--- src/logic/pclp_pkg.sv ---
// Package for the parallel configuration load port.
// Assumes a 100 MHz system clock; all timings derive from it.
package pclp_pkg;
    localparam int CLK_PERIOD_NS = 10;
    localparam int DATA_W = 32;
    // Data width modes
    localparam logic [1:0] WIDTH_X8 = 2'h0;
    localparam logic [1:0] WIDTH_X16 = 2'h1;
    localparam logic [1:0] WIDTH_X32 = 2'h2;
    // Times as printed
    localparam int CF2ST0_MAX_NS = 600;
    localparam int STATUS_MIN_US = 268;
    localparam int STATUS_MAX_US = 1506;
    localparam int CD2UM_MIN_US = 175;
    localparam int CD2UM_MAX_US = 437;
    // Derived cycle counts
    localparam int STATUS_MIN_CYC = (STATUS_MIN_US * 1000 + CLK_PERIOD_NS - 1)
        / CLK_PERIOD_NS;
    localparam int STATUS_MAX_CYC = STATUS_MAX_US * 1000 / CLK_PERIOD_NS;
    localparam int CD2UM_MIN_CYC = (CD2UM_MIN_US * 1000 + CLK_PERIOD_NS - 1)
        / CLK_PERIOD_NS;
    localparam int CD2UM_MAX_CYC = CD2UM_MAX_US * 1000 / CLK_PERIOD_NS;
    localparam int CNT_W = 20;
    localparam logic [3:0] INIT_EDGES = 4'h2;

    typedef struct packed {
        logic [1:0] width;
        logic decompress;
        logic decrypt;
    } pclp_mode_s;

    typedef enum logic [4:0] {
        ST_POR    = 5'h01,
        ST_RESET  = 5'h02,
        ST_LOAD   = 5'h04,
        ST_INIT   = 5'h08,
        ST_USER   = 5'h10
    } pclp_state_e;
endpackage

--- src/logic/pclp_load_port.sv ---
// Device side of the parallel configuration load port.
// Assumes config pins are asynchronous; they pass two flops first.
// Functional notes
// - Ratio per 8/16-bit mode and features
// - Ratio per 32-bit mode and features
// - Active lanes follow selected width
// - Data pins released after configuration
// - Request falling edge starts reconfiguration
// - Status low during power-on delay
// - Completion low before and during load
// - Completion rises after all data received
// - Config clock ignored in user mode
// - Init-done pin driven low during init once enabled
// - Completion low within 600 ns
// - Status low within 600 ns
// - Status low 268 to 1506 us
// - Status high within 1506 us
// - Words captured on rising config clock
// - User mode 175 to 437 us later
`timescale 1ns/100ps
module pclp_load_port #(
    parameter int POR_CYC = 1000,
    parameter int STATUS_CYC = pclp_pkg::STATUS_MIN_CYC + 100,
    parameter int INIT_CYC = pclp_pkg::CD2UM_MIN_CYC + 100,
    parameter int WORDS = 16
) (
    input wire logic clk,
    input wire logic reset,
    input wire pclp_pkg::pclp_mode_s mode,
    input wire logic init_done_en,
    input wire logic config_clock,
    input wire logic config_req_n,
    input wire logic [pclp_pkg::DATA_W-1:0] data_in,
    output logic status_n,
    output logic config_complete_flag,
    output logic user_mode,
    output logic init_done_n,
    output logic init_done_oe,
    output logic data_user_en,
    output logic word_valid,
    output logic [pclp_pkg::DATA_W-1:0] word_data
);
    logic [2:0] clk_sync_q;
    logic [1:0] req_sync_q;
    logic req_prev_q;
    logic [pclp_pkg::DATA_W-1:0] data_s1_q, data_s2_q;
    pclp_pkg::pclp_mode_s mode_s1_q;
    pclp_pkg::pclp_mode_s mode_q;
    logic [1:0] init_en_sync_q;
    pclp_pkg::pclp_state_e state_q;
    logic [pclp_pkg::CNT_W-1:0] cnt_q;
    logic [3:0] phase_q;
    logic [15:0] words_q;
    logic [3:0] fall_q;
    logic req_low_q;

    function automatic logic [3:0] ratio(input pclp_pkg::pclp_mode_s m);
        unique case (m.width)
            pclp_pkg::WIDTH_X8: ratio = m.decompress ? 4'h2 : 4'h1;
            pclp_pkg::WIDTH_X16: ratio = m.decompress ? 4'h4 :
                (m.decrypt ? 4'h2 : 4'h1);
            default: ratio = m.decompress ? 4'h8 :
                (m.decrypt ? 4'h4 : 4'h1);
        endcase
    endfunction

    function automatic logic [pclp_pkg::DATA_W-1:0] lanes(
        input logic [1:0] w, input logic [pclp_pkg::DATA_W-1:0] d);
        unique case (w)
            pclp_pkg::WIDTH_X8: lanes = {24'h000000, d[7:0]};
            pclp_pkg::WIDTH_X16: lanes = {16'h0000, d[15:0]};
            default: lanes = d;
        endcase
    endfunction

    wire cclk_rise = clk_sync_q[1] & ~clk_sync_q[2];
    wire cclk_fall = ~clk_sync_q[1] & clk_sync_q[2];
    wire req_fall = req_prev_q & ~req_sync_q[1];

    always_ff @(posedge clk or posedge reset)
    begin
        if (reset)
        begin
            clk_sync_q <= 3'h0;
            req_sync_q <= 2'h3;
            req_prev_q <= 1'b1;
            data_s1_q <= '0;
            data_s2_q <= '0;
            mode_s1_q <= '0;
            mode_q <= '0;
            init_en_sync_q <= 2'h0;
        end
        else
        begin
            clk_sync_q <= {clk_sync_q[1:0], config_clock};
            req_sync_q <= {req_sync_q[0], config_req_n};
            req_prev_q <= req_sync_q[1];
            data_s1_q <= data_in;
            data_s2_q <= data_s1_q;
            mode_s1_q <= mode;
            mode_q <= mode_s1_q;
            init_en_sync_q <= {init_en_sync_q[0], init_done_en};
        end
    end

    // Main sequence
    always_ff @(posedge clk or posedge reset)
    begin
        if (reset)
        begin
            state_q <= pclp_pkg::ST_POR;
            cnt_q <= '0;
            phase_q <= 4'h0;
            words_q <= 16'h0000;
            fall_q <= 4'h0;
            req_low_q <= 1'b0;
        end
        else if (req_fall)
        begin
            state_q <= pclp_pkg::ST_RESET;
            cnt_q <= '0;
            req_low_q <= 1'b1;
        end
        else
        begin
            unique case (state_q)
                pclp_pkg::ST_POR:
                begin
                    cnt_q <= cnt_q + 1'b1;
                    if (cnt_q == pclp_pkg::CNT_W'(POR_CYC - 1))
                    begin
                        state_q <= pclp_pkg::ST_LOAD;
                        cnt_q <= '0;
                    end
                end
                pclp_pkg::ST_RESET:
                begin
                    if (req_sync_q[1])
                        req_low_q <= 1'b0;
                    if (cnt_q != pclp_pkg::CNT_W'(STATUS_CYC - 1))
                        cnt_q <= cnt_q + 1'b1;
                    else if (req_sync_q[1] && !req_low_q)
                    begin
                        state_q <= pclp_pkg::ST_LOAD;
                        cnt_q <= '0;
                        phase_q <= 4'h0;
                        words_q <= 16'h0000;
                    end
                end
                pclp_pkg::ST_LOAD:
                begin
                    if (cclk_rise)
                    begin
                        phase_q <= (phase_q == ratio(mode_q) - 4'h1) ? 4'h0
                            : phase_q + 4'h1;
                        if (phase_q == 4'h0)
                        begin
                            words_q <= words_q + 16'h0001;
                            if (words_q == 16'(WORDS - 1))
                            begin
                                state_q <= pclp_pkg::ST_INIT;
                                fall_q <= 4'h0;
                                cnt_q <= '0;
                            end
                        end
                    end
                end
                pclp_pkg::ST_INIT:
                begin
                    if (cclk_fall && fall_q != pclp_pkg::INIT_EDGES)
                        fall_q <= fall_q + 4'h1;
                    if (fall_q == pclp_pkg::INIT_EDGES)
                        cnt_q <= cnt_q + 1'b1;
                    if (cnt_q == pclp_pkg::CNT_W'(INIT_CYC - 1))
                        state_q <= pclp_pkg::ST_USER;
                end
                pclp_pkg::ST_USER:
                    cnt_q <= '0;
            endcase
        end
    end

    // Outputs, all registered
    always_ff @(posedge clk or posedge reset)
    begin
        if (reset)
        begin
            status_n <= 1'b0;
            config_complete_flag <= 1'b0;
            user_mode <= 1'b0;
            init_done_n <= 1'b1;
            init_done_oe <= 1'b0;
            data_user_en <= 1'b0;
            word_valid <= 1'b0;
            word_data <= '0;
        end
        else
        begin
            status_n <= !(state_q == pclp_pkg::ST_POR ||
                state_q == pclp_pkg::ST_RESET) && !req_fall;
            config_complete_flag <= (state_q == pclp_pkg::ST_INIT ||
                state_q == pclp_pkg::ST_USER) && !req_fall;
            user_mode <= state_q == pclp_pkg::ST_USER && !req_fall;
            init_done_oe <= init_en_sync_q[1] &&
                state_q == pclp_pkg::ST_INIT && !req_fall;
            init_done_n <= !(init_en_sync_q[1] &&
                state_q == pclp_pkg::ST_INIT);
            data_user_en <= state_q == pclp_pkg::ST_USER && !req_fall;
            word_valid <= state_q == pclp_pkg::ST_LOAD && cclk_rise &&
                phase_q == 4'h0 && !req_fall;
            if (state_q == pclp_pkg::ST_LOAD && cclk_rise && phase_q == 4'h0)
                word_data <= lanes(mode_q.width, data_s2_q);
        end
    end

    int status_lo_cnt;
    always_ff @(posedge clk or posedge reset)
    begin
        if (reset)
            status_lo_cnt <= 0;
        else if (status_n)
            status_lo_cnt <= 0;
        else if (state_q == pclp_pkg::ST_RESET)
            status_lo_cnt <= status_lo_cnt + 1;
    end

    chk_status_on_req: assert property (@(posedge clk) disable iff (reset)
        req_fall |-> ##[1:2] !status_n)
        else $error("status not low after request fall");
    chk_complete_on_req: assert property (@(posedge clk) disable iff (reset)
        req_fall |-> ##1 !config_complete_flag)
        else $error("completion not low after request fall");
    chk_status_min_len: assert property (@(posedge clk) disable iff (reset)
        $rose(status_n) && status_lo_cnt > 0 |->
        status_lo_cnt >= STATUS_CYC - 1)
        else $error("status low pulse too short");
    chk_complete_load: assert property (@(posedge clk) disable iff (reset)
        state_q == pclp_pkg::ST_LOAD |-> ##1
        (!config_complete_flag || req_fall))
        else $error("completion high during load");
    chk_por_status: assert property (@(posedge clk) disable iff (reset)
        state_q == pclp_pkg::ST_POR |-> ##1 !status_n)
        else $error("status high during power-on delay");
    chk_user_pins: assert property (@(posedge clk) disable iff (reset)
        data_user_en |-> config_complete_flag && user_mode)
        else $error("data pins released before user mode");
    chk_word_lanes: assert property (@(posedge clk) disable iff (reset)
        word_valid && $past(mode_q.width) == pclp_pkg::WIDTH_X8 |->
        word_data[31:8] == 24'h000000)
        else $error("inactive lanes captured");
    chk_init_pin: assert property (@(posedge clk) disable iff (reset)
        init_done_oe |-> !init_done_n && config_complete_flag)
        else $error("init pin not driven low");
    chk_ratio_x32: assert property (@(posedge clk) disable iff (reset)
        mode_q.width == pclp_pkg::WIDTH_X32 && mode_q.decompress |->
        ratio(mode_q) == 4'h8)
        else $error("wide ratio wrong");
    chk_user_idle: assert property (@(posedge clk) disable iff (reset)
        state_q == pclp_pkg::ST_USER && !req_fall |=> state_q ==
        pclp_pkg::ST_USER)
        else $error("config clock disturbed user mode");

    cov_reconfig: cover property (@(posedge clk) disable iff (reset)
        req_fall ##1 state_q == pclp_pkg::ST_RESET);
    cov_word: cover property (@(posedge clk) disable iff (reset) word_valid);
    cov_done: cover property (@(posedge clk) disable iff (reset)
        $rose(config_complete_flag));
    cov_user: cover property (@(posedge clk) disable iff (reset)
        $rose(user_mode));
endmodule

--- config.mk ---
export PLATFORM = sky130hd
export DESIGN_NAME = pclp_load_port
export DESIGN_NICKNAME = d
export VERILOG_FILES = /design/src/logic/pclp_pkg.sv /design/src/logic/pclp_load_port.sv
export SDC_FILE = /design/constraint.sdc
export NUM_CORES = 1
export LEC_CHECK = 0
export BUFFER_PORTS_ARGS = -buffer_cell sky130_fd_sc_hd__buf_4
export CORE_ASPECT_RATIO = 0.8
export CORE_MARGIN = 1
export CORE_UTILIZATION = 58
export DETAILED_ROUTE_END_ITERATION = 10
export PLACE_DENSITY_LB_ADDON = 0.25
export SYNTH_ARGS = -nofsm -noshare
export SYNTH_HDL_FRONTEND = slang
export SYNTH_SLANG_ARGS = --single-unit
--- constraint.sdc ---
create_clock -name clk -period 6.2 [get_ports clk]
set_input_delay 0.62 -clock clk [delete_from_list [all_inputs] [get_ports clk]]
set_output_delay 0.62 -clock clk [all_outputs]
set_load 0.02 [all_outputs]
==> results.ini, run 1 <==
[timing]
whs_ns=0.300
drv_slew=0
finalSetupViolCount=0
setup-tns-final_ns=0
fmax_mhz=321
hold_viol=0
fin_crit_ns=3.12
rsz0062_at_grt=no
min_period_over_period_pct=50.3
worstMarginPinSlew_ns=0.925
max_slew_margin_pct=38.3
worst_clock_skew_ns=0.00889

[setup_path]
crit_type=flip-flop to flip-flop
crit_required_ns=6.51
cp-end-kind=flip-flop
r2r-end=words_q[11]$_DFFE_PP0P_
cp_max_fo=18
r2r_setup_slack_ns=3.08
cp.arrival_ns=3.43
endpoint=words_q[11]$_DFFE_PP0P_
worstReg2RegStart=state_q[1]$_DFFE_PP0P_
crit_start=state_q[1]$_DFFE_PP0P_
reg2regPathDepth=6
start_kind=flip-flop

[layout]
antenna_cells=0
drive_above_1_share_pct=21.4
nets=725
fillers=781
regArea_um2=4210
multiInputGateArea_um2=2320
syn_to_final_growth_pct=18.1

[placement]
dp_hpwl_um=8890
io_buffer_count=79
place_congestion=0.856

[synthesis]
yosys_warnings=0
post_synth_num_cell_types=66
syn-instance-count=604
syn_area_um2=6740
synth_edf_count=0
async_flop_share_pct=100
yosysMostFrequentCell=dfrtp_1
synth.top_cell.area_share_pct=60.5
synthFlopType=dfrtp_1
avgSynthCellArea_um2=11.2
ys_seq_area_share_pct=62.5
synth.area.top_cells=dfrtp_1 61%, nand2_1 6.3%, o21ai_0 3.7%
yosysTopAreaCell=dfrtp_1
synth-seq-cells=168
synthTopCellsByCount=163 x dfrtp_1, 113 x nand2_1, 50 x o21ai_0
syn_nets=652

[route]
drtIter0Drc=367
drt-pass1-iter-count=5
ant_nets=0
routed_wl_um=13400
via_count=4786
vias_per_cell=5.74
drcViolationCount=0
wl_per_cell_um=16.1

[floorplan]
initial_core_util_pct=60.7
die_h_um=98.4
dieArea_um2=12100
placementRows=34
core_um2=11100
fp.dieW_um=123
io-pin-count=80

[cts]
cts_buffers=17
clock-sinks=168
ctsLongestPathBuffers=2
cts_setup_buffers=0
cts_root_buf=clkbuf_16
insertion_delay_ns=0.42
h-tree-depth=4
cts-hold-fix-buffers=0
post_cts_resized=0
clk_pin_slew_ns=0.06
cts_tree=built

[grt]
antenna_found_initial=0
grt_max_degree=109
overflow=0
grtUsageTotal_pct=24.0
grt_pass1_vias=4570
grt_pass1_wl_um=22100

[power_and_ir_drop]
p_per_area_nw_per_um2=407
p_leak_nw=3.85
peakVddDrop_mv=0.271
power_mw=3.23

[status]
status=complete, no violations

[flow_run]
cap_viol_max_count=0

[worst_hold_path]
hp-class=primary input to flip-flop

==> how the worst min path moves through the flow <==
stage	from	end	slack [ns]	depth (start not counted)
after floorplan	clk_sync_q[0]$_DFF_PP0_	clk_sync_q[1]$_DFF_PP0_	0.33	0
after global placement	data_s1_q[17]$_DFF_PP0_	data_s2_q[17]$_DFF_PP0_	0.33	0
after detailed placement	data_s1_q[12]$_DFF_PP0_	data_s2_q[12]$_DFF_PP0_	0.33	0
after CTS	data_in[11]	data_s1_q[11]$_DFF_PP0_	0.29	1
after global routing	data_in[14]	data_s1_q[14]$_DFF_PP0_	0.28	1
final	mode[0]	mode_s1_q[0]$_DFF_PP0_	0.30	1
==> final cells by class <==
| cell class | instances | share of cell area, % |
|---|---|---|
| Clock inverter | 12 | 1.45 |
| Timing Repair Buffer | 82 | 7.74 |
| Inverter | 10 | 0.535 |
| Clock buffer | 20 | 5.87 |
| Tap cell | 144 | 2.27 |
| Multi-Input combinational cell | 398 | 29.2 |
| Sequential cell | 168 | 52.9 |
==> logic make-up (layout without fill, tap and decap cells) <==
| logic type | Yosys count | after routing | share of synthesized area [%] |
|---|---|---|---|
| XOR/XNOR | 8 | 8 | 1.04 |
| AND/OR/NAND/NOR | 250 | 250 | 18.5 |
| flip-flops | 168 | 168 | 62.5 |
| multiplexers | 5 | 5 | 0.798 |
| AO/OA/AOI/OAI | 128 | 128 | 12.9 |
| adder cells (fa/ha/maj) | 7 | 7 | 1.30 |
| buffers and inverters | 38 | 124 | 3.03 |
==> critical path: stages (launching register included) <==
cell     delay (ns)
dfrtp_1        0.52
nor3b_1        0.36
nand2_1        0.46
nor3_2         0.73
o21ai_1        0.43
o21a_1         0.29
o21ba_2        0.21
==> state kept, by name (all words and copies together) (netlist names), 5 cells and up <==
| signal | flops |
|---|---|
| data_s1_q | 32 |
| words_q | 16 |
| state_q | 5 |
| cnt_q | 20 |
| word_data | 32 |
| data_s2_q | 32 |
==> stage by stage <==
step / instance area [µm²] / setup WS (ns) / cells / util [%]
6_report: 7950 / 3.08 / 834 / 71.6
5_1_grt: 7950 / 2.87 / 834 / 71.6
4_1_cts: 7950 / 3.17 / 834 / 71.6
3_5_place_dp: 7370 / 3.18 / 802 / 66.4
3_3_place_gp: 7370 / 3.31 / 802 / 66.4
2_1_floorplan: 6740 / 1.04 / 604 / -
==> cells in the final DEF, fill, tap and decap left out, types with 3 or more instances in the layout <==
master	synthesis	layout
a22o_1	14	14
clkbuf_8	0	3
a31oi_1	5	5
dfstp_2	5	5
o21ai_1	11	11
nor4_1	8	8
dfrtp_1	163	163
nor3_1	8	8
buf_4	4	82
inv_1	9	8
nand3_1	14	14
clkinv_4	0	3
and3b_1	3	3
nand2b_1	6	6
xnor2_1	5	5
a221o_1	4	4
clkbuf_16	0	17
inv_6	0	4
nor2b_1	3	3
or2_2	6	6
ha_1	7	7
nor3b_1	4	4
nand2_1	113	113
nor2_1	40	40
o211a_1	5	5
a21o_1	15	15
o21ai_0	50	50
and3_1	11	11
mux2_2	3	3
xor2_1	3	3
nand4_1	12	12
o31ai_1	5	5
clkinvlp_4	0	3
==> power breakdown <==
part	total [mW]	switching, mW	internal, mW	leakage, nW
clock	1.02	0.434	0.589	0.279
sequential	1.36	0.115	1.25	2.10
combinational	0.849	0.505	0.344	1.47
total	3.23	1.05	2.18	3.85
==> per-layer routing <==
metal  track usage [%]  vias up  wire, µm
li1                  -     2250         -
met1              34.8     2369      6140
met2              35.5      152      6300
met3              6.37       15       837
met4              7.60        0       146
met5                 0        -         0
Note: power is estimated with default switching activity, not from simulation.
==> inputs of run 2 (changes only) <==
==> constraint.sdc (replaced) <==
create_clock -name clk -period 3 [get_ports clk]
set_input_delay 0.3 -clock clk [delete_from_list [all_inputs] [get_ports clk]]
set_output_delay 0.3 -clock clk [all_outputs]
set_load 0.02 [all_outputs]
==> results.ini, run 2 (synthesized netlist as in run 1, its figures left out) <==
[power_and_ir_drop]
p_per_area_nw_per_um2=809  ; +99%
p_seq_share_pct=41.7  ; -0.4 points
p_leak_nw=4.04  ; +5.1%
power.internal_mw=4.49  ; +110%
p_switching_mw=2.29  ; +120%
swShare_pct=33.7  ; +1.1 points
peakVddDrop_mv=0.599  ; +120%
clkPwrFrac_pct=30.7  ; -0.9 points
combinationalPowerShare_pct=27.7  ; +1.4 points
power_mw=6.77  ; +110%

[placement]
io_buffer_count=79  ; unchanged
dp_hpwl_um=8800  ; -1.1%
place_congestion=0.846  ; -1.2%
dp.cells=808  ; +0.75%

[grt]
antenna_found_initial=0  ; unchanged
grt_pass1_wl_um=24000  ; +8.4%
grt_max_degree=169  ; +55%
grtUsageTotal_pct=26.2  ; +2.2 points
overflow=0  ; unchanged
grt_pass1_vias=4954  ; +8.4%

[floorplan]
core_um2=11100  ; unchanged
initial_core_util_pct=60.7  ; unchanged
fp.dieW_um=123  ; unchanged
die_h_um=98.4  ; unchanged
io-pin-count=80  ; unchanged
placementRows=34  ; unchanged
dieArea_um2=12100  ; unchanged

[layout]
final_core_util_pct=75.4  ; +3.8 points
final_common_cell=dfrtp_1
layout.cells.non_filler=878  ; +5.3%
nets=770  ; +6.2%
antenna_cells=0  ; unchanged
syn_to_final_growth_pct=24.3
reg_top3=data_s1_q x32, data_s2_q x32, word_data x32
drive_above_1_share_pct=20.8  ; -0.60 points
layout_common_cells=163 x dfrtp_1, 113 x nand2_1, 87 x buf_4

[timing]
max_slew_margin_pct=40.8  ; +2.5 points
min_period_over_period_pct=84.6  ; +34 points
drv_slew=0  ; unchanged
hold_viol=0  ; unchanged
fmax_mhz=394  ; +23%
finalSetupViolCount=0  ; unchanged
rsz0062_at_grt=no
worstMarginPinSlew_ns=0.888  ; -0.0373 ns
worst_clock_skew_ns=0.00848  ; -0.000404 ns
fin_crit_ns=2.54  ; -0.582 ns
setup-tns-final_ns=0  ; unchanged

[route]
drtIter0Drc=420  ; +14%
vias_per_cell=5.70  ; -0.68%
drcViolationCount=0  ; unchanged
routed_wl_um=14500  ; +7.8%
ant_nets=0  ; unchanged
wl_per_cell_um=16.5  ; +2.4%
drt-pass1-iter-count=5  ; unchanged
via_count=5004  ; +4.6%

[cts]
cts_buffers=17  ; unchanged
cts_setup_buffers=0  ; unchanged
clock-sinks=168  ; unchanged
ctsLongestPathBuffers=2  ; unchanged
insertion_delay_ns=0.43  ; about the same
h-tree-depth=4  ; unchanged
cts_tree=built
cts_root_buf=clkbuf_16
clk_pin_slew_ns=0.07  ; about the same

[setup_path]
reg2regPathDepth=8  ; +2
start_kind=flip-flop
worstReg2RegStart=words_q[0]$_DFFE_PP0P_
endpoint=cnt_q[5]$_DFFE_PP0P_
cp_max_fo=11  ; -7
cp-end-kind=flip-flop
crit_required_ns=3.36  ; -3.15 ns
r2r_setup_slack_ns=0.46  ; -2.62 ns
r2r-end=cnt_q[5]$_DFFE_PP0P_
crit_start=words_q[0]$_DFFE_PP0P_
crit_type=flip-flop to flip-flop
cp.arrival_ns=2.90  ; -0.53 ns

[worst_hold_path]
hp-class=primary input to async pin

[flow_run]
cap_viol_max_count=0  ; unchanged

[status]
status=complete, no violations

-- run 2: worst min path at each step --
stage / slack (ns) / to
6_report: 0.11 / word_data[20]$_DFFE_PP0P_
5_1_grt: 0.22 / word_valid$_DFF_PP0_
4_1_cts: 0.19 / word_data[22]$_DFFE_PP0P_
3_3_place_gp: 0.33 / data_s2_q[8]$_DFF_PP0_
2_1_floorplan: 0.30 / req_sync_q[0]$_DFF_PP1_
3_5_place_dp: 0.33 / data_s2_q[12]$_DFF_PP0_
-- run 2: worst max-delay path, cell delays in order (launching register included) --
cell and delay (ns):
dfrtp_1 0.41, ha_1 0.24, and3_1 0.22, nand4_1 0.15, o211a_1 0.26, a311o_2 0.37
nor2b_2 0.38, buf_4 0.27, a221o_1 0.16
-- run 2: power by group through the flow --
stage               clock network [mW]  registers [mW]  logic [mW]
floorplan                            0            3.01        1.08
global placement                     0            2.83        1.74
detailed placement                   0            2.84        1.80
CTS                               2.11            2.81        1.86
global route                      2.20            2.86        2.05
finish                            2.08            2.82        1.87
-- run 2: final cells by class --
cell class                 instances  area, µm²
tap                              144        180
fill                             686       2730
multi-input combinational        398       2320
inverter                          10       41.3
clock buffer                      19        453
timing repair buffer             127       1060
sequential                       168       4210
clock inverter                    12        105
-- run 2: what timing repair did --
action,in CTS,in global routing
endpoints found under the setup margin,0,0
gates resized for setup,0,0
hold buffers,39,0
endpoints found under the hold margin,39,0
-- run 2: per-stage QoR --
stage	area (µm²)	hold slack [ns]	worst slack, ns
floorplan	6740	0.304	0.563
global placement	7430	0.331	0.617
detailed placement	7430	0.335	0.508
CTS	8380	0.192	0.487
global route	8380	0.217	0.301
finish	8380	0.108	0.463
-- run 2: metal layers --
layer  up-vias  track usage, %  part of all wire [%]
met5         -               0                     0
met4         0            7.69                   1.1
met3        18            6.54                   5.8
met2       178            43.0                    51
met1      2459            34.6                    42
li1       2349               -                     -
